`src/rtl/srd_pkg.sv`:
```
package srd_pkg;
	// register byte offsets
	localparam logic [11:0] SRD_OFF_CTRL = 12'h000;
	localparam logic [11:0] SRD_OFF_MAXL = 12'h004;
	localparam logic [11:0] SRD_OFF_DESC = 12'h008;
	// control register bit positions
	localparam int SRD_CB_RXEN = 0;
	localparam int SRD_CB_DAV  = 1;
	localparam int SRD_CB_HOLD = 2;
	localparam int SRD_CB_IEN  = 3;
	localparam int SRD_CB_PKT  = 4;
	localparam int SRD_CB_AERR = 5;
	localparam int SRD_CB_ACT  = 6;
	localparam int SRD_CB_PROM = 7;
	localparam int SRD_CB_RMAP = 8;
	// descriptor word 0 fields
	localparam int SRD_LEN_W  = 25;
	localparam int SRD_DW0_EN = 25;
	localparam int SRD_DW0_WR = 26;
	localparam int SRD_DW0_IE = 27;
	localparam int SRD_DW0_HC = 28;
	localparam int SRD_DW0_DC = 29;
	localparam int SRD_DW0_TR = 30;
	// descriptor table geometry
	localparam int SRD_SEL_W  = 7;
	localparam int SRD_BASE_W = 22;
	localparam logic [2:0] SRD_DW0_OFS = 3'h0;
	localparam logic [2:0] SRD_DW1_OFS = 3'h4;
	// values after reset
	localparam logic [SRD_LEN_W-1:0]  SRD_RST_MAXL = 25'h000_0000;
	localparam logic [SRD_BASE_W-1:0] SRD_RST_BASE = 22'h00_0000;
	localparam logic [SRD_SEL_W-1:0]  SRD_RST_SEL  = 7'h00;
	localparam logic [7:0]            SRD_RST_CRC  = 8'h00;
	// header length decode and crc polynomial
	localparam logic [SRD_LEN_W-1:0] SRD_CMD_IDX  = 25'h000_0003;
	localparam logic [7:0]           SRD_HDR_CMD  = 8'h10;
	localparam logic [7:0]           SRD_HDR_WREP = 8'h08;
	localparam logic [7:0]           SRD_HDR_RREP = 8'h0c;
	localparam logic [7:0]           SRD_CRC_POLY = 8'h07;
	typedef enum logic [2:0] {
		S_IDLE,
		S_DRD0,
		S_DRD1,
		S_RECV,
		S_WRW,
		S_STAT,
		S_SPILL
	} srd_state_e;
endpackage

```
`src/rtl/srd_rx_dma.sv`:
```
// Functional notes
// - descriptors are 8 bytes, read strictly in sequence from the table
// - a finished descriptor with wrap set resets the selector to zero
// - completion interrupt needs descriptor request flag and control enable
// - packet data is written only as full 32-bit words
// - nothing is received until the receiver enable bit is set
// - no descriptors available and hold off: the packet is discarded
// - hold on: wait, leave characters queued so the fifo stops credits
// - enabled descriptor stores packet; disabled clears available, drops or holds
// - clearing receiver enable finishes the current packet, then accepts none
// - clearing descriptors-available spares ongoing packet, stops descriptor reads
// - on completion clear enable, write status and byte count
// - each received packet sets the packet-received status bit
// - crc runs over all bytes but end markers; byte 3 gives header length
// - nonzero crc at header end sets the header crc error flag
// - crc continues to packet end; nonzero sets data crc error flag
// - bus error: spill to end marker, disable, go idle, flag error
// - promiscuous: all data but rmap commands owned by the target goes to this channel regardless of address
// - promiscuous mode still truncates packets beyond the length limit
// - promiscuous: rmap commands go to target if enabled, else stored
// - table is 1024-byte aligned; selector steps by one and wraps
//
// Chosen here: register access over APB and the register addresses.
`timescale 1ns/1ps
module srd_rx_dma (
	input  wire logic        pclk,
	input  wire logic        presetn,
	input  wire logic        psel,
	input  wire logic        penable,
	input  wire logic        pwrite,
	input  wire logic [31:0] paddr,
	input  wire logic [31:0] pwdata,
	output logic      [31:0] prdata,
	output logic             pready,
	output logic             pslverr,
	input  wire logic        rx_valid,
	input  wire logic [7:0]  rx_data,
	input  wire logic        rx_end,
	input  wire logic        rx_match,
	input  wire logic        rx_rmap_cmd,
	output logic             rx_ready,
	output logic             rx_hold,
	output logic             rmap_fwd,
	output logic             mem_req,
	output logic             mem_write,
	output logic      [31:0] mem_addr,
	output logic      [31:0] mem_wdata,
	input  wire logic [31:0] mem_rdata,
	input  wire logic        mem_ack,
	input  wire logic        mem_err,
	output logic             rx_irq
);
	import srd_pkg::*;
	typedef struct packed {
		srd_state_e            st;
		logic                  rxen;
		logic                  dav;
		logic                  hold;
		logic                  ien;
		logic                  pkt;
		logic                  aerr;
		logic                  prom;
		logic                  rmapen;
		logic [SRD_LEN_W-1:0]  maxl;
		logic [SRD_BASE_W-1:0] base;
		logic [SRD_SEL_W-1:0]  sel;
		logic                  wr;
		logic                  ie;
		logic [29:0]           ptr;
		logic [SRD_LEN_W-1:0]  cnt;
		logic [SRD_LEN_W-1:0]  pos;
		logic [7:0]            hlen;
		logic                  hknown;
		logic                  hc;
		logic                  dc;
		logic                  tr;
		logic [7:0]            crc;
		logic                  last;
		logic                  serr;
		logic                  irq;
		logic                  fwd;
		logic [31:0]           maddr;
		logic [31:0]           stw;
		logic [31:0]           rdat;
	} srd_main_s;
	srd_main_s   q_ff;
	srd_main_s   nxt_q;
	logic [7:0]  crc_nxt;
	logic [31:0] pk_word;
	logic [2:0]  pk_n;
	logic        pk_clr;
	logic        pk_push;
	logic        take;
	logic        wr_ctrl;
	logic        acc_ok;
	logic [31:0] dsc_addr;

	srd_crc u_crc (
		.crc_in  (q_ff.crc),
		.din     (rx_data),
		.crc_out (crc_nxt)
	);

	srd_pack u_pack (
		.pclk    (pclk),
		.presetn (presetn),
		.clr     (pk_clr),
		.push    (pk_push),
		.din     (rx_data),
		.word    (pk_word),
		.nbytes  (pk_n)
	);

	assign take     = rx_valid & rx_ready;
	assign wr_ctrl  = psel & penable & pwrite & (paddr[11:0] == SRD_OFF_CTRL);
	// descriptor address: aligned base plus selector times eight
	assign dsc_addr = {q_ff.base, q_ff.sel, SRD_DW0_OFS};
	// promiscuous takes all but rmap commands owned by the target
	assign acc_ok   = rx_match | (q_ff.prom & ~(rx_rmap_cmd & q_ff.rmapen));

	always_comb begin
		nxt_q    = q_ff;
		nxt_q.irq = 1'b0;
		nxt_q.fwd = 1'b0;
		rx_ready = 1'b0;
		rx_hold  = 1'b0;
		pk_clr   = 1'b0;
		pk_push  = 1'b0;

		// apb read data captured in the setup cycle
		if (psel & ~penable & ~pwrite) begin
			case (paddr[11:0])
				SRD_OFF_CTRL: begin
					nxt_q.rdat = 32'h0000_0000;
					nxt_q.rdat[SRD_CB_RXEN] = q_ff.rxen;
					nxt_q.rdat[SRD_CB_DAV]  = q_ff.dav;
					nxt_q.rdat[SRD_CB_HOLD] = q_ff.hold;
					nxt_q.rdat[SRD_CB_IEN]  = q_ff.ien;
					nxt_q.rdat[SRD_CB_PKT]  = q_ff.pkt;
					nxt_q.rdat[SRD_CB_AERR] = q_ff.aerr;
					nxt_q.rdat[SRD_CB_ACT]  = (q_ff.st != S_IDLE);
					nxt_q.rdat[SRD_CB_PROM] = q_ff.prom;
					nxt_q.rdat[SRD_CB_RMAP] = q_ff.rmapen;
				end
				SRD_OFF_MAXL: begin
					nxt_q.rdat = {7'h00, q_ff.maxl};
				end
				SRD_OFF_DESC: begin
					nxt_q.rdat = dsc_addr;
				end
				default: begin
					nxt_q.rdat = 32'h0000_0000;
				end
			endcase
		end

		// apb writes; status bits are write-one-to-clear
		if (psel & penable & pwrite) begin
			case (paddr[11:0])
				SRD_OFF_CTRL: begin
					nxt_q.rxen   = pwdata[SRD_CB_RXEN];
					nxt_q.hold   = pwdata[SRD_CB_HOLD];
					nxt_q.ien    = pwdata[SRD_CB_IEN];
					nxt_q.prom   = pwdata[SRD_CB_PROM];
					nxt_q.rmapen = pwdata[SRD_CB_RMAP];
					if (pwdata[SRD_CB_PKT]) begin
						nxt_q.pkt = 1'b0;
					end
					if (pwdata[SRD_CB_AERR]) begin
						nxt_q.aerr = 1'b0;
					end
					if (!pwdata[SRD_CB_DAV]) begin
						nxt_q.dav = 1'b0;
					end
				end
				SRD_OFF_MAXL: begin
					nxt_q.maxl = {pwdata[SRD_LEN_W-1:2], 2'b00};
				end
				SRD_OFF_DESC: begin
					nxt_q.base = pwdata[31:10];
					nxt_q.sel  = pwdata[9:3];
				end
				default: begin
				end
			endcase
		end

		case (q_ff.st)
			S_IDLE: begin
				if (rx_valid) begin
					if (rx_end) begin
						rx_ready = 1'b1;
					end else if (!q_ff.rxen || !acc_ok) begin
						nxt_q.fwd  = rx_rmap_cmd & q_ff.rmapen;
						nxt_q.serr = 1'b0;
						nxt_q.st   = S_SPILL;
					end else if (!q_ff.dav) begin
						if (q_ff.hold) begin
							rx_hold = 1'b1;
						end else begin
							nxt_q.serr = 1'b0;
							nxt_q.st   = S_SPILL;
						end
					end else begin
						nxt_q.maddr = dsc_addr;
						nxt_q.st    = S_DRD0;
					end
				end
			end
			S_DRD0: begin
				if (mem_err) begin
					nxt_q.serr = 1'b1;
					nxt_q.st   = S_SPILL;
				end else if (mem_ack) begin
					if (mem_rdata[SRD_DW0_EN]) begin
						nxt_q.wr    = mem_rdata[SRD_DW0_WR];
						nxt_q.ie    = mem_rdata[SRD_DW0_IE];
						nxt_q.maddr = {q_ff.base, q_ff.sel, SRD_DW1_OFS};
						nxt_q.st    = S_DRD1;
					end else begin
						nxt_q.dav = 1'b0;
						if (q_ff.hold) begin
							nxt_q.st = S_IDLE;
						end else begin
							nxt_q.serr = 1'b0;
							nxt_q.st   = S_SPILL;
						end
					end
				end
			end
			S_DRD1: begin
				if (mem_err) begin
					nxt_q.serr = 1'b1;
					nxt_q.st   = S_SPILL;
				end else if (mem_ack) begin
					nxt_q.ptr    = mem_rdata[31:2];
					nxt_q.cnt    = '0;
					nxt_q.pos    = '0;
					nxt_q.hknown = 1'b0;
					nxt_q.hc     = 1'b0;
					nxt_q.dc     = 1'b0;
					nxt_q.tr     = 1'b0;
					nxt_q.crc    = SRD_RST_CRC;
					nxt_q.last   = 1'b0;
					pk_clr       = 1'b1;
					nxt_q.st     = S_RECV;
				end
			end
			S_RECV: begin
				rx_ready = 1'b1;
				if (rx_valid && rx_end) begin
					nxt_q.dc = (q_ff.crc != 8'h00);
					if (pk_n != 3'h0) begin
						nxt_q.last  = 1'b1;
						nxt_q.maddr = {q_ff.ptr, 2'b00};
						nxt_q.st    = S_WRW;
					end else begin
						nxt_q.st = S_STAT;
					end
				end else if (rx_valid) begin
					nxt_q.crc = crc_nxt;
					nxt_q.pos = q_ff.pos + 25'h000_0001;
					if (q_ff.pos == SRD_CMD_IDX) begin
						nxt_q.hknown = 1'b1;
						if (rx_data[6]) begin
							nxt_q.hlen = SRD_HDR_CMD + {4'h0, rx_data[1:0], 2'b00};
						end else if (rx_data[5]) begin
							nxt_q.hlen = SRD_HDR_WREP;
						end else begin
							nxt_q.hlen = SRD_HDR_RREP;
						end
					end
					if (q_ff.hknown && (nxt_q.pos == {17'h0_0000, q_ff.hlen})) begin
						nxt_q.hc = (crc_nxt != 8'h00);
					end
					if (q_ff.cnt >= q_ff.maxl) begin
						nxt_q.tr = 1'b1;
					end else begin
						pk_push   = 1'b1;
						nxt_q.cnt = q_ff.cnt + 25'h000_0001;
						if (pk_n == 3'h3) begin
							nxt_q.maddr = {q_ff.ptr, 2'b00};
							nxt_q.st    = S_WRW;
						end
					end
				end
			end
			S_WRW: begin
				if (mem_err) begin
					pk_clr = 1'b1;
					if (q_ff.last) begin
						nxt_q.rxen = 1'b0;
						nxt_q.aerr = 1'b1;
						nxt_q.st   = S_IDLE;
					end else begin
						nxt_q.serr = 1'b1;
						nxt_q.st   = S_SPILL;
					end
				end else if (mem_ack) begin
					pk_clr    = 1'b1;
					nxt_q.ptr = q_ff.ptr + 30'h0000_0001;
					if (q_ff.last) begin
						nxt_q.st = S_STAT;
					end else begin
						nxt_q.st = S_RECV;
					end
				end
			end
			S_STAT: begin
				if (mem_err) begin
					nxt_q.rxen = 1'b0;
					nxt_q.aerr = 1'b1;
					nxt_q.st   = S_IDLE;
				end else if (mem_ack) begin
					if (q_ff.wr) begin
						nxt_q.sel = SRD_RST_SEL;
					end else begin
						nxt_q.sel = q_ff.sel + 7'h01;
					end
					nxt_q.pkt = 1'b1;
					nxt_q.irq = q_ff.ie & q_ff.ien;
					nxt_q.st  = S_IDLE;
				end
			end
			S_SPILL: begin
				rx_ready = 1'b1;
				if (rx_valid && rx_end) begin
					if (q_ff.serr) begin
						nxt_q.rxen = 1'b0;
						nxt_q.aerr = 1'b1;
					end
					nxt_q.st = S_IDLE;
				end
			end
			default: begin
				nxt_q.st = S_IDLE;
			end
		endcase

		// status word: enable cleared, flags and byte count
		if (q_ff.st != S_STAT) begin
			nxt_q.stw = 32'h0000_0000;
			nxt_q.stw[SRD_LEN_W-1:0] = nxt_q.cnt;
			nxt_q.stw[SRD_DW0_WR] = q_ff.wr;
			nxt_q.stw[SRD_DW0_IE] = q_ff.ie;
			nxt_q.stw[SRD_DW0_HC] = nxt_q.hc;
			nxt_q.stw[SRD_DW0_DC] = nxt_q.dc;
			nxt_q.stw[SRD_DW0_TR] = nxt_q.tr;
			if (nxt_q.st == S_STAT) begin
				nxt_q.maddr = dsc_addr;
			end
		end

		// a software set of descriptors-available wins
		if (wr_ctrl && pwdata[SRD_CB_DAV]) begin
			nxt_q.dav = 1'b1;
		end
	end

	always_ff @(posedge pclk or negedge presetn) begin
		if (!presetn) begin
			q_ff      <= '0;
			q_ff.st   <= S_IDLE;
			q_ff.maxl <= SRD_RST_MAXL;
			q_ff.base <= SRD_RST_BASE;
			q_ff.sel  <= SRD_RST_SEL;
			q_ff.crc  <= SRD_RST_CRC;
		end else begin
			q_ff <= nxt_q;
		end
	end

	assign prdata    = q_ff.rdat;
	assign pready    = 1'b1;
	assign pslverr   = psel & penable & (paddr[11:0] != SRD_OFF_CTRL)
		& (paddr[11:0] != SRD_OFF_MAXL) & (paddr[11:0] != SRD_OFF_DESC);
	assign mem_req   = (q_ff.st == S_DRD0) | (q_ff.st == S_DRD1)
		| (q_ff.st == S_WRW) | (q_ff.st == S_STAT);
	assign mem_write = (q_ff.st == S_WRW) | (q_ff.st == S_STAT);
	assign mem_addr  = q_ff.maddr;
	// whole words only, last partial word padded with zeros
	assign mem_wdata = (q_ff.st == S_STAT) ? q_ff.stw : pk_word;
	assign rx_irq    = q_ff.irq;
	assign rmap_fwd  = q_ff.fwd;
endmodule

```
`src/rtl/srd_crc.sv`:
```
`timescale 1ns/1ps
module srd_crc (
	input  wire logic [7:0] crc_in,
	input  wire logic [7:0] din,
	output logic      [7:0] crc_out
);
	import srd_pkg::*;
	always_comb begin
		logic [7:0] c;
		c = crc_in;
		// bit-serial crc-8, data lsb first
		for (int i = 0; i < 8; i++) begin
			if (c[7] ^ din[i]) begin
				c = {c[6:0], 1'b0} ^ SRD_CRC_POLY;
			end else begin
				c = {c[6:0], 1'b0};
			end
		end
		crc_out = c;
	end
endmodule

```
`src/rtl/srd_pack.sv`:
```
`timescale 1ns/1ps
module srd_pack (
	input  wire logic        pclk,
	input  wire logic        presetn,
	input  wire logic        clr,
	input  wire logic        push,
	input  wire logic [7:0]  din,
	output logic      [31:0] word,
	output logic      [2:0]  nbytes
);
	import srd_pkg::*;
	typedef struct packed {
		logic [31:0] w;
		logic [2:0]  n;
	} srd_pack_s;
	srd_pack_s q_ff;
	srd_pack_s nxt_q;
	// first byte lands in the top lane
	always_comb begin
		nxt_q = q_ff;
		if (clr) begin
			nxt_q.w = 32'h0000_0000;
			nxt_q.n = 3'h0;
		end else if (push) begin
			nxt_q.w[31 - 8 * q_ff.n[1:0] -: 8] = din;
			nxt_q.n = q_ff.n + 3'h1;
		end
	end
	always_ff @(posedge pclk or negedge presetn) begin
		if (!presetn) begin
			q_ff <= '0;
		end else begin
			q_ff <= nxt_q;
		end
	end
	assign word   = q_ff.w;
	assign nbytes = q_ff.n;
endmodule

```
`config.mk`:
```
export PLATFORM = sky130hd
export DESIGN_NAME = srd_rx_dma
export DESIGN_NICKNAME = d
export VERILOG_FILES = /design/src/rtl/srd_pkg.sv /design/src/rtl/srd_rx_dma.sv /design/src/rtl/srd_crc.sv /design/src/rtl/srd_pack.sv
export SDC_FILE = /design/constraint.sdc
export NUM_CORES = 1
export LEC_CHECK = 0
export BUFFER_PORTS_ARGS = -buffer_cell sky130_fd_sc_hd__buf_2
export CAP_MARGIN = 40
export CORE_ASPECT_RATIO = 2
export CORE_UTILIZATION = 53
export CTS_CLUSTER_DIAMETER = 120
export DETAILED_ROUTE_END_ITERATION = 8
export PLACE_DENSITY = 0.79
export SETUP_SLACK_MARGIN = 0.2
export SLEW_MARGIN = 30
export SYNTH_ARGS = -nofsm -noshare
export SYNTH_HDL_FRONTEND = slang
export SYNTH_HIERARCHICAL = 1
export SYNTH_SLANG_ARGS = --single-unit
```
`constraint.sdc`:
```
create_clock -name pclk -period 2.7 [get_ports pclk]
set_input_delay 0.135 -clock pclk [delete_from_list [all_inputs] [get_ports pclk]]
set_output_delay 0.135 -clock pclk [all_outputs]
set_load 0.05 [all_outputs]
```
==> results.ini <==
[status]
status = complete, but fails checks
violations = negative setup slack

[die]
start_util_pct = 54.1
die_h_um = 254
die_w_um = 128
io_pins = 219
core_um2 = 31000
die_area_um2 = 32400
rows = 91

[route]
drc = 0
drtIter0Drc = 1508
finalWirelength_mm = 65.5
drtPass1Iterations = 6
ant_nets = 0
num_vias = 16908
via_per_inst = 6.49
wl_per_cell_um = 25.1

[clock_tree]
cts_sinks = 293
cts.reportedPaths.clkPinSlew_ns = 0.07
clock_latency_ns = 0.58
cts_tree = done
cts-root-buf = clkbuf_16
clockBufferDepth = 3
htreeDepth = 1
cts_buffers = 28

[sta]
period_needed_ns = 3.26
rsz0062_at_grt = yes
setup_ws_ns = -0.563
fin_crit_sh_pct = 121
skew_ns = 0.0136
finalSetupViolations = 120
worstMarginPinSlew_ns = 0.826
final_hold_viol_count = 0
tns_ns = -41.00
max_slew_margin_pct = 44.7
fmax_ghz = 0.306
drv_slew = 0
finalHoldWorstSlack_ns = 0.0594

[worst_setup_path]
start_kind = flip-flop
critPathCaptureType = flip-flop
reg2regPathDepth = 12
regToRegStartpoint = q_ff[155]
required_ns = 3.16
regToRegSetupSlack_ns = -0.56
arrival_ns = 3.72
critical_path_class = reg2reg
reg2reg_to = mem_addr[13]
cp_max_fo = 8

[logic_synthesis]
syn_avg_cell_area_um2 = 9.32
syn-num-nets = 1948
synth_edf_count = 0
synthesis.area_um2 = 16800
yosys.area.top_type = dfrtp_1
synth_area_leaders = dfrtp_1 44%, nand2_1 5.6%, mux2_2 4.9%
synth_seq_area_share_pct = 43.7
yosys.area.top_type_share_pct = 43.7
synth_cell_types = 96
synth_seq_cells = 293
synth-async-reset-ratio_pct = 100
synth_ff_type = dfrtp_1
ys_warn_count = 6
synthCells = 1800

[worst_hold_path]
hold_class = in2async

[placed_design]
port_buffers = 195
dp_hpwl_mm = 41.5
place.gp.congestion = 0.970
placed_cell_area_um2 = 18800

[finish]
antennaDiodeCount = 0
fin_util_pct = 72.5
area_growth_pct = 33.9
drive_gt1_share_pct = 35.4
postLayoutCellArea_um2 = 22400
layout.nets = 2316

[grt]
grt_use_total_pct = 36.9
grt_max_degree = 105
grt_pass1_vias = 16647
antenna_found_initial = 4
grt_pass1_wl_mm = 90.8
overflow = 0

[power]
total_power_mw = 18.1
p_leak_nw = 10.7
power_density_nw_per_um2 = 807
ir_drop_mv = 0.678

[run]
max-cap-violations = 0

placed cells by master, fill, tap and decap left out, types with 38 or more instances in the layout:
| cell type | instances |
|---|---|
| dfrtp_1 | 289 |
| nand2_1 | 234 |
| buf_2 | 184 |
| buf_4 | 184 |
| o21ai_0 | 103 |
| nor2_1 | 102 |
| a21oi_1 | 83 |
| dlygate4sd3_1 | 74 |
| mux2_2 | 65 |
| nand3_1 | 55 |
| buf_6 | 41 |
| inv_1 | 38 |
sequential cells by signal (all words and copies together), names as in the netlist:
signal and flops:
dsc_addr 29, mem_addr 32, prdata 32, q_ff 163, rmap_fwd 1, rx_irq 1, u_pack/nbytes 3, u_pack/word 32
Yosys cell counts, drive strengths merged, types with 5 or more instances:
cell type,n
a21o,7
o21a,12
o31ai,9
and2,13
nand2b,18
o21ai,137
nor2b,13
or2,13
nand3,59
dfrtp,293
a21oi,95
or4,6
and4,6
nand4,34
o41ai,11
ha,33
nor3,48
nand2,250
clkbuf,65
a22oi,28
o2bb2ai,19
and3,22
o22ai,31
nor4,16
inv,45
a221o,14
a221oi,11
a22o,15
buf,109
nor3b,11
xor2,11
or3,6
a32o,23
mux2,75
xnor2,27
nor2,120
mux2i,29
o211ai,5
a31oi,16
what timing repair did:
action                                  4_1_cts  5_1_grt
pin swaps                                    60       85
buffers inserted                             33       27
resized for setup                           148      139
cloned                                        5        3
endpoints found under the hold margin       351        0
hold buffers                                 74        0
endpoints found under the setup margin      148      156
metrics by stage:
step,std cells,setup slack (ns)
2_1_floorplan,1800,0.167
3_3_place_gp,2414,-0.138
3_5_place_dp,2414,-0.210
4_1_cts,2577,-0.0454
5_1_grt,2607,-0.597
6_report,2607,-0.563
where the power goes:
group	leakage, nW	switching, mW	total (mW)	internal (mW)
combinational	6.25	4.58	7.73	3.15
sequential	3.94	0.933	5.92	4.98
clock	0.493	1.85	4.47	2.62
area by class of cell:
| type | count | area [um^2] |
|---|---|---|
| Multi-Input combinational cell | 1288 | 9360 |
| Fill cell | 2086 | 8520 |
| Sequential cell | 293 | 7340 |
| Timing Repair Buffer | 511 | 4040 |
| Clock buffer | 36 | 782 |
| Tap cell | 418 | 523 |
| Clock inverter | 15 | 236 |
| Inverter | 46 | 176 |
worst max-delay path by stage:
stage	startpoint	to	slack [ns]	depth (start not counted)
after floorplan	q_ff[168]	q_ff[40]	0.17	11
after global placement	q_ff[120]	q_ff[60]	-0.14	11
after detailed placement	q_ff[120]	q_ff[60]	-0.21	11
after CTS	q_ff[245]	q_ff[56]	-0.05	12
after global routing	q_ff[155]	mem_addr[4]	-0.60	12
final	q_ff[155]	mem_addr[13]	-0.56	12
worst max-delay path, cell delays in order, from the launching register on:
cell and delay [ns]:
dfrtp_1 0.45, ha_4 0.30, nand4_1 0.42, nor4_4 0.51, a221oi_4 0.13, a21boi_4 0.26
buf_4 0.23, o21ai_4 0.08, nand4_1 0.12, buf_6 0.15, buf_12 0.14, a221oi_2 0.06
a311oi_1 0.29
logic make-up after synthesis:
group	Yosys count	synth area share [%]
simple gates	642	18.8
compound gates	469	19.2
flops	293	43.7
buf+inv	220	7.01
mux	104	6.79
xor+xnor	38	1.98
fa+ha+maj	33	2.46
other cells	1	0.0224
routing by layer:
layer  track usage [%]  share of wire, %  vias to the layer above  wire length (um)
met1              35.1                31                     8237             20200
li1                  -                 -                     7190                 -
met2              65.5                50                     1056             32700
met4              35.6                11                        4              7490
met5                 0             0.035                        -                23
met3              6.59               7.8                      421              5110
(Power assumes the default switching activity.)
